**src/include/ssc_pkg.sv**
```systemverilog
// Constants for the shared status and configuration register bank.
// Assumes an SMBus target engine outside that turns bus traffic into
// byte-wide register reads and writes on the device clock.
//
// Notes on behaviour
// [RL1] Offset 8 reads channel flags of quads 0 and 1, low nibble quad 0.
// [RL2] Offset 9 reads channel flags of quads 2 and 3, low nibble quad 2.
// [RL3] Offset A bit 7 picks forwarded clock: one digital, zero analog loop chain.
// [RL4] Host enables loop-through in every channel before choosing the analog source.
// [RL5] Offset A bits 6:5 pick common mode: 800, 1000, 1200 mV, or supply tracking.
// [RL6] Offset B bit 6 is a read-only flag set once a reference clock is seen.
// [RL7] Offset B bit 4 set makes the reference input single-ended, else differential.
// [RL8] Offset 5 bits 3:0 cap channels acquiring lock at once; default eight.
// [RL9] Offset C bit 2 holds the converter control logic in reset until cleared.
`default_nettype none
package ssc_pkg;

  localparam int unsigned ADDR_W = 8;
  localparam int unsigned DATA_W = 8;

  // Register offsets
  localparam logic [7:0] OFS_LOCK_LIMIT = 8'h05;
  localparam logic [7:0] OFS_SPARE_A    = 8'h06;
  localparam logic [7:0] OFS_SPARE_B    = 8'h07;
  localparam logic [7:0] OFS_IRQ_LOW    = 8'h08;
  localparam logic [7:0] OFS_IRQ_HIGH   = 8'h09;
  localparam logic [7:0] OFS_FWD_CTL    = 8'h0A;
  localparam logic [7:0] OFS_REF_IN     = 8'h0B;
  localparam logic [7:0] OFS_CONV_CTL   = 8'h0C;

  // Reset values
  localparam logic [3:0] RST_LOCK_LIMIT = 4'h8;
  localparam logic [7:0] RST_SPARE      = 8'h00;
  localparam logic [7:0] RST_FWD_CTL    = 8'h01;
  localparam logic [7:0] RST_REF_IN     = 8'h00;
  localparam logic [7:0] RST_CONV_CTL   = 8'h00;
  localparam logic [7:0] RST_ZERO       = 8'h00;

  // Field positions
  localparam int unsigned BIT_FWD_SRC     = 7;
  localparam int unsigned BIT_CM_HI       = 6;
  localparam int unsigned BIT_CM_LO       = 5;
  localparam int unsigned BIT_SWING_HI    = 4;
  localparam int unsigned BIT_SWING_LO    = 3;
  localparam int unsigned BIT_SHORT_PROT  = 1;
  localparam int unsigned BIT_OUT_OFF     = 0;
  localparam int unsigned BIT_REF_PRESENT = 6;
  localparam int unsigned BIT_SINGLE_END  = 4;
  localparam int unsigned BIT_CONV_RST    = 2;

  // Common-mode select codes and one-hot level outputs
  localparam logic [1:0] CM_800MV  = 2'h0;
  localparam logic [1:0] CM_1000MV = 2'h1;
  localparam logic [1:0] CM_1200MV = 2'h2;
  localparam logic [1:0] CM_TRACK  = 2'h3;
  localparam logic [3:0] CM_OH_800   = 4'h1;
  localparam logic [3:0] CM_OH_1000  = 4'h2;
  localparam logic [3:0] CM_OH_1200  = 4'h4;
  localparam logic [3:0] CM_OH_TRACK = 4'h8;

endpackage
`default_nettype wire

```
**src/logic/ssc_regs.sv**
```systemverilog
// Shared status and configuration register bank of the retimer.
// Assumes an SMBus target engine drives the byte-wide register port on clk,
// and that channel interrupt levels come from logic on the same clock.
`timescale 1ns/1ps
`default_nettype none
module ssc_regs
  import ssc_pkg::*;
#(
  parameter int unsigned NUM_LANES = 16
) (
  // Clock and reset
  input  wire logic              clk,
  input  wire logic              sys_rst,
  // Register port from the SMBus target engine
  input  wire logic [ADDR_W-1:0] reg_addr,
  input  wire logic              reg_wr,
  input  wire logic [DATA_W-1:0] reg_wdata,
  input  wire logic              reg_rd,
  output var  logic [DATA_W-1:0] reg_rdata,
  output var  logic              reg_rvalid,
  // Channel events and analog status
  input  wire logic [NUM_LANES-1:0] lane_irq,
  input  wire logic              ref_clock_seen,
  // Lock acquisition throttle
  input  wire logic [4:0]        lock_acq_count,
  output logic                   lock_acq_allow,
  output var  logic [3:0]        concurrent_lock_limit,
  // Forwarded reference clock controls
  output var  logic              fwd_clock_source_select,
  output var  logic [3:0]        fwd_clock_common_mode,
  output var  logic [1:0]        fwd_clock_swing,
  output var  logic              fwd_clock_short_protect,
  output var  logic              fwd_clock_output_off,
  // Reference input and converter controls
  output var  logic              ref_input_single_ended,
  output var  logic              converter_reset_ctl
);

  // Register state
  logic [3:0]           lock_limit_ff;
  logic [7:0]           spare_a_ff;
  logic [7:0]           spare_b_ff;
  logic [NUM_LANES-1:0] irq_ff;
  logic [7:0]           fwd_ctl_ff;
  logic [7:0]           ref_in_ff;
  logic                 ref_present_ff;
  logic [7:0]           conv_ctl_ff;
  logic [7:0]           rdata_ff;
  logic                 rvalid_ff;

  logic [3:0]           nxt_lock_limit;
  logic [7:0]           nxt_spare_a;
  logic [7:0]           nxt_spare_b;
  logic [NUM_LANES-1:0] nxt_irq;
  logic [7:0]           nxt_fwd_ctl;
  logic [7:0]           nxt_ref_in;
  logic                 nxt_ref_present;
  logic [7:0]           nxt_conv_ctl;
  logic [7:0]           nxt_rdata;
  logic                 nxt_rvalid;
  logic                 ref_seen_sync;

  // The detect level comes from the analog clock monitor, not from clk logic
  ssc_sync #(
    .WIDTH (1)
  ) u_ref_sync (
    .clk      (clk),
    .sys_rst  (sys_rst),
    .async_in (ref_clock_seen),
    .sync_out (ref_seen_sync)
  );

  function automatic logic [3:0] cm_decode(input logic [1:0] code);
    logic [3:0] oh;
    oh = CM_OH_TRACK;
    case (code)
      CM_800MV:  oh = CM_OH_800;
      CM_1000MV: oh = CM_OH_1000;
      CM_1200MV: oh = CM_OH_1200;
      CM_TRACK:  oh = CM_OH_TRACK;
      default:   oh = CM_OH_TRACK;
    endcase
    return oh;
  endfunction

  function automatic logic hit(input logic [7:0] a, input logic [7:0] ofs);
    return a == ofs;
  endfunction

  // Write path and status capture
  always_comb
  begin
    nxt_lock_limit  = lock_limit_ff;
    nxt_spare_a     = spare_a_ff;
    nxt_spare_b     = spare_b_ff;
    nxt_fwd_ctl     = fwd_ctl_ff;
    nxt_ref_in      = ref_in_ff;
    nxt_conv_ctl    = conv_ctl_ff;
    nxt_irq         = lane_irq; // RL1 RL2
    // Sticky: once seen, the flag stays until reset; software cannot clear it
    nxt_ref_present = ref_present_ff | ref_seen_sync; // RL6
    if (reg_wr)
    begin
      if (hit(reg_addr, OFS_LOCK_LIMIT))
        nxt_lock_limit = reg_wdata[3:0]; // RL8
      if (hit(reg_addr, OFS_SPARE_A))
        nxt_spare_a = reg_wdata;
      if (hit(reg_addr, OFS_SPARE_B))
        nxt_spare_b = reg_wdata;
      if (hit(reg_addr, OFS_FWD_CTL))
        nxt_fwd_ctl = reg_wdata; // RL3 RL5
      if (hit(reg_addr, OFS_REF_IN))
        nxt_ref_in = reg_wdata; // RL7
      if (hit(reg_addr, OFS_CONV_CTL))
        nxt_conv_ctl = reg_wdata; // RL9
    end
  end

  // Read path; unmapped offsets read as zero
  always_comb
  begin
    nxt_rvalid = reg_rd;
    nxt_rdata  = rdata_ff;
    if (reg_rd)
    begin
      case (reg_addr)
        OFS_LOCK_LIMIT: nxt_rdata = {4'h0, lock_limit_ff};
        OFS_SPARE_A:    nxt_rdata = spare_a_ff;
        OFS_SPARE_B:    nxt_rdata = spare_b_ff;
        OFS_IRQ_LOW:    nxt_rdata = irq_ff[7:0]; // RL1
        OFS_IRQ_HIGH:   nxt_rdata = irq_ff[15:8]; // RL2
        OFS_FWD_CTL:    nxt_rdata = fwd_ctl_ff;
        OFS_REF_IN:
        begin
          nxt_rdata = ref_in_ff;
          nxt_rdata[BIT_REF_PRESENT] = ref_present_ff; // RL6
        end
        OFS_CONV_CTL:   nxt_rdata = conv_ctl_ff;
        default:        nxt_rdata = RST_ZERO;
      endcase
    end
  end

  always_ff @(posedge clk)
  begin
    if (sys_rst)
    begin
      lock_limit_ff  <= RST_LOCK_LIMIT;
      spare_a_ff     <= RST_SPARE;
      spare_b_ff     <= RST_SPARE;
      irq_ff         <= '0;
      fwd_ctl_ff     <= RST_FWD_CTL;
      ref_in_ff      <= RST_REF_IN;
      ref_present_ff <= 1'b0;
      conv_ctl_ff    <= RST_CONV_CTL;
      rdata_ff       <= RST_ZERO;
      rvalid_ff      <= 1'b0;
    end
    else
    begin
      lock_limit_ff  <= nxt_lock_limit;
      spare_a_ff     <= nxt_spare_a;
      spare_b_ff     <= nxt_spare_b;
      irq_ff         <= nxt_irq;
      fwd_ctl_ff     <= nxt_fwd_ctl;
      ref_in_ff      <= nxt_ref_in;
      ref_present_ff <= nxt_ref_present;
      conv_ctl_ff    <= nxt_conv_ctl;
      rdata_ff       <= nxt_rdata;
      rvalid_ff      <= nxt_rvalid;
    end
  end

  // Outputs
  assign reg_rdata               = rdata_ff;
  assign reg_rvalid              = rvalid_ff;
  assign concurrent_lock_limit   = lock_limit_ff;
  // A new channel may start acquiring only below the cap
  assign lock_acq_allow          = lock_acq_count < {1'b0, lock_limit_ff}; // RL8
  // Analog source needs loop-through enabled in every channel by the host
  assign fwd_clock_source_select = fwd_ctl_ff[BIT_FWD_SRC]; // RL3
  assign fwd_clock_common_mode   = cm_decode(fwd_ctl_ff[BIT_CM_HI:BIT_CM_LO]); // RL5
  assign fwd_clock_swing         = fwd_ctl_ff[BIT_SWING_HI:BIT_SWING_LO];
  assign fwd_clock_short_protect = fwd_ctl_ff[BIT_SHORT_PROT];
  assign fwd_clock_output_off    = fwd_ctl_ff[BIT_OUT_OFF];
  assign ref_input_single_ended  = ref_in_ff[BIT_SINGLE_END]; // RL7
  assign converter_reset_ctl     = conv_ctl_ff[BIT_CONV_RST]; // RL9
endmodule
`default_nettype wire

```
**src/logic/ssc_sync.sv**
```systemverilog
// Two-stage synchroniser for levels arriving from outside the clock domain.
// Assumes the source holds each level for at least two clock periods.
`timescale 1ns/1ps
`default_nettype none
module ssc_sync #(
  parameter int unsigned WIDTH = 1
) (
  // Clock and reset
  input  wire logic             clk,
  input  wire logic             sys_rst,
  // Levels
  input  wire logic [WIDTH-1:0] async_in,
  output var  logic [WIDTH-1:0] sync_out
);

  logic [WIDTH-1:0] meta_ff;
  logic [WIDTH-1:0] nxt_meta;
  logic [WIDTH-1:0] nxt_sync;

  always_comb
  begin
    nxt_meta = async_in;
    nxt_sync = meta_ff;
  end

  always_ff @(posedge clk)
  begin
    if (sys_rst)
    begin
      meta_ff  <= '0;
      sync_out <= '0;
    end
    else
    begin
      meta_ff  <= nxt_meta;
      sync_out <= nxt_sync;
    end
  end

endmodule
`default_nettype wire

```
**config.mk**
```make
export PLATFORM = sky130hd
export DESIGN_NAME = ssc_regs
export DESIGN_NICKNAME = d
export VERILOG_FILES = /design/src/include/ssc_pkg.sv /design/src/logic/ssc_regs.sv /design/src/logic/ssc_sync.sv
export SDC_FILE = /design/constraint.sdc
export NUM_CORES = 1
export LEC_CHECK = 0
export ABC_AREA = 1
export BUFFER_PORTS_ARGS = -buffer_cell sky130_fd_sc_hd__buf_4
export CAP_MARGIN = 20
export CORE_MARGIN = 2
export CORE_UTILIZATION = 30
export DETAILED_ROUTE_END_ITERATION = 10
export PLACE_DENSITY = 0.54
export SLEW_MARGIN = 20
export SYNTH_ARGS = -nofsm -noshare
export SYNTH_HDL_FRONTEND = slang
export SYNTH_HIERARCHICAL = 1
export SYNTH_SLANG_ARGS = --single-unit
```
**constraint.sdc**
```tcl
create_clock -name clk -period 1.4 [get_ports clk]
set_input_delay 0.21 -clock clk [delete_from_list [all_inputs] [get_ports clk]]
set_output_delay 0.21 -clock clk [all_outputs]
set_load 0.005 [all_outputs]
```
Word-level counts from Yosys, hierarchy flattened --
Index checks and enable logic that the tools add are counted.
Operators by class: $add $sub $neg 0, multiply operators 0, divide/modulo/power cells 0, magnitude comparators 1, eq/ne operators 11, shifts and indexed selects 0, muxes and demuxes 2, bitwise logic cells 1, reductions and logical operators 7
Operators with widths (count):
- one-hot mux 8 bit (8 select lines) | 1
- equality test 8 x 4 -> 1 bit (second input constant) | 5
- equality test 8 x 3 -> 1 bit (second input constant) | 3
- one-hot mux 4 bit (4 select lines) | 1
- AND reduction 2 bit | 6
- < comparator 5 x 4 -> 1 bit | 1
- equality test 2 bit (second input constant) | 2
- equality test 2 x 1 -> 1 bit (second input constant) | 1
- logical NOT 2 bit | 1
- bitwise OR 1 bit | 1
Storage, ports and cells: bits in registers 72, bits in latches 0, memory bits (writable) 0, bits in read-only memories 0, input port bits 42, word-level logic and storage cells 34, memories kept 0

Depth between registers and ports, before layout --
depth after elaboration 2, depth in mapped cells 10, depth with buffers taken out 9

Cells and area by module --
The synthesis kept the hierarchy.
By module, submodules not included:
- ssc_regs | times used 1, cells each 417, area each 3083.0 um^2
- ssc_sync | times used 1, cells each 6, area each 55.1 um^2

Least setup slack after synthesis --
OpenSTA, ideal clock, no wires.
path kind flip-flop to output port, start point register lock_limit_ff[1] (netlist: concurrent_lock_limit[1]), end point output port lock_acq_allow, arrival time 1.167 ns, required time 1.190 ns, slack 0.023 ns, stages on the path, launching flop included 7, cell sequence dfxtp_1 -> inv_1 -> ha_1 -> o21a_1 -> o21ai_0 -> nand2_1 -> a211oi_1
Between the ends: cells in the longest elaborated chain, start to end 1
Ends and longest elaborated chain:
- from (decl) | line ssc_regs.sv:40 | logic [3:0] lock_limit_ff;
- from (signal assigned) | line ssc_regs.sv:161 | lock_limit_ff <= nxt_lock_limit;
- < comparator 5 x 4 -> 1 bit | line ssc_regs.sv:179 | assign lock_acq_allow = lock_acq_count < {1'b0, lock_limit_ff};
- to (decl) | line ssc_regs.sv:26 | output logic lock_acq_allow,
No other way between the ends.

Final worst setup path --
Same ends and word-level chain as after synthesis.

==> impl_metrics.toml <==
[outcome]
status = "complete, but fails checks"
violations = "setup timing"

[min_path]
hp-start = "lane_irq[5]"
hold_end = "irq_ff[5]"
hp-class = "input port to flop"
holdPathStages = 3

[cells_and_area]
layout.nets = 540
final_common_cell = "buf_4"
fillers = 1060
instances_no_fill = 636
design_area_um2 = 4090
drive_gt1_frac = 0.256
syn_to_final_growth_pct = 30.3
diodes = 0
layout_common_cells = "buf_4, dfxtp_1, nand2_1, nand3_1, a21oi_1"

[synthesis]
ys_seq_area_frac = 0.453
synth_compound_area_frac = 0.157
yosysUniqueCellTypes = 25
yosysWarnings = 6
yosys.area_share.adder = 0.0120
ys_seq_elements = 71
syn_nets = 468
synth_top_family_by_area = "simple AND/OR/NAND/NOR gates"
synth_area_um2 = 3140
syn_inst = 423
synthSimpleGateAreaFrac = 0.274
synth-xor-area-share = 0
synth.avg_cell_area_um2 = 7.42
yosys-mux-area-fraction = 0

[clock_tree]
clk_pin_slew_worst_paths_ns = 0.08
cts_setup_buffers = 0
postCtsHoldBufs = 0
tritoncts = "done"
clock_sinks = 71
root_buffer = "clkbuf_8"
clk_latency_ns = 0.34
cts_buffers = 9
cts_max_level = 3
clk_path_buf_depth = 2

[floorplanning]
coreArea_um2 = 10200
io_pins = 67
die_h_um = 106
die_area_um2 = 11300
initial_core_util = 0.307
die_x_um = 106
std_cell_rows = 37

[power]
pwr-share-clk = 0.433
power_frac_seq = 0.494
power.density_nw_per_um2 = 1020
intPower_mw = 3.23
peakVddDrop_v = 0.000402
power_frac_comb = 0.073
p_sw_frac = 0.226
finalPower_mw = 4.18
power_switching_uw = 943
leakagePower_nw = 1.93

[timing]
fin_crit_sh = 1.24
setup_viol = 1
finClkSkew_ns = 0.00393
min_period_ns = 1.74
hold_violations = 0
max_freq_mhz = 576
report.final.slew_viol_count = 0
worst_pin_slew_ns = 0.361
slew_headroom = 0.759
rsz0062_at_grt = "yes"
setup_ws_ns = -0.337

[drt]
drtIter0Drc = 169
top_layer = "met4"
wl_met2_um = 3680
avgRoutedWirePerCell_um = 13.1
ant_nets = 0
dr.pass1.iters = 4
dr_total_vias = 2901
via_per_inst = 4.56
met3WireLength_um = 401
drc = 0
routed_wl_um = 8350
wl_met1_um = 4110

[global_route]
grtUsageTotal = 0.155
grt_pass1_wl_um = 13600
grt_pass1_vias = 2747
grt_antenna_before_repair = 0
overflow = 0
grt_max_degree = 44

[critical_path]
cp_slowest_stage_delay_ns = 0.34
critPathSlowestCell = "dfxtp_2"
critPathLaunchType = "flop"
path_cells = "inv_2 -> ha_4 -> o21a_1 -> o21ai_1 -> nand2_1 -> a211oi_2 -> buf_4"
cp_max_fo = 2
critical_path_class = "flop to output port"
arrival_ns = 1.53
reg2regPathDepth = 7
rrSetupSlack_ns = 0.38
worstPathRequired_ns = 1.19
endpoint_kind = "output port"
r2r-start = "concurrent_lock_limit[3]"
r2r_end = "reg_rdata[3]"

[run]
drv_cap = 0

[placed_design]
gp_congestion = 0.828
dp_cells = 620
hpwl_um = 6180
pre_cts_slack_ns = -0.0918
io_buffers = 66
postPlaceCellArea_um2 = 3850
flip-flops by register name, summed over array words and instances, names as in the netlist:
register,count
ref_in_ff,7
u_ref_sync/sync_out,1
u_ref_sync/meta_ff,1
conv_ctl_ff,8
spare_a_ff,8
reg_rvalid,1
concurrent_lock_limit,4
irq_ff,16
fwd_ctl_ff,8
spare_b_ff,8
ref_present_ff,1
reg_rdata,8
metrics by stage:
| step | util | setup TNS, ns | hold WS (ns) |
|---|---|---|---|
| after floorplan | - | 0 | 0.281 |
| after global placement | 0.376 | -0.124 | 0.402 |
| after detailed placement | 0.376 | -0.540 | 0.410 |
| after CTS | 0.400 | -0.329 | 0.0470 |
| after global routing | 0.400 | -0.441 | 0.0626 |
| final | 0.400 | -0.337 | 0.0604 |
power groups by stage:
stage / combinational, mW / sequential [mW] / clock, mW
6_report: 0.307 / 2.06 / 1.81
4_1_cts: 0.309 / 2.06 / 1.86
3_5_place_dp: 0.304 / 2.11 / 0
3_3_place_gp: 0.301 / 2.11 / 0
5_1_grt: 0.339 / 2.06 / 1.96
2_1_floorplan: 0.141 / 2.11 / 0
cell usage after synthesis:
cell / n / area share
clkbuf_1: 8 / 0.0096
ha_1: 3 / 0.012
nor2_1: 45 / 0.054
buf_4: 3 / 0.0072
a21oi_1: 47 / 0.075
nand3_2: 2 / 0.0064
inv_1: 45 / 0.054
clkinv_1: 1 / 0.0012
buf_6: 5 / 0.018
dfxtp_1: 71 / 0.45
nand3_1: 57 / 0.091
o21ai_0: 33 / 0.053
clkinv_2: 1 / 0.0016
o211ai_1: 2 / 0.0048
nor2_4: 8 / 0.029
nor2_2: 2 / 0.0040
a211oi_1: 1 / 0.0024
inv_2: 5 / 0.0060
buf_2: 4 / 0.0064
o21ai_1: 9 / 0.014
nand3_4: 1 / 0.0056
nand2_1: 61 / 0.073
nand2_2: 6 / 0.012
a21oi_2: 2 / 0.0056
o21a_1: 1 / 0.0024
worst max path at each step:
stage                             startpoint              to  slack [ns]  cells after the start
global route        concurrent_lock_limit[1]  lock_acq_allow       -0.44                      7
global placement    concurrent_lock_limit[1]  lock_acq_allow       -0.05                      7
finish              concurrent_lock_limit[1]  lock_acq_allow       -0.34                      7
detailed placement  concurrent_lock_limit[1]  lock_acq_allow       -0.09                      7
CTS                 concurrent_lock_limit[1]  lock_acq_allow       -0.33                      7
floorplan           concurrent_lock_limit[1]  lock_acq_allow        0.02                      6
metal layers:
metal	vias up	global-route usage
li1	1518	-
met1	1309	0.212
met2	62	0.237
met3	12	0.0356
met4	0	0.0573
met5	-	0
what timing repair did:
item,CTS,global route
pin swaps,1,0
gates resized for setup,5,0
setup endpoints to repair,1,1
logic make-up after synthesis:
group / after synthesis
flops: 71
simple gates: 182
compound gates: 95
buf+inv: 72
fa+ha+maj: 3
cell type report:
cell class	count	area, um^2	share of cell area
clock buffer	10	138	0.0336
multi-input combinational	280	1410	0.344
inverter	52	196	0.0480
sequential	71	1420	0.348
clock inverter	6	83.8	0.0205
timing repair buffer	81	671	0.164
tap	136	170	0.0416
critical path: cells and delay by family (launching register included):
family,cells,cell delay (ns)
and+or+nand+nor,1,0.08
adders and majority gates,1,0.20
DFF,1,0.34
AOI/OAI and AO/OA,3,0.38
buffers and inverters,2,0.19
Note: power is estimated with default switching activity, not from simulation.
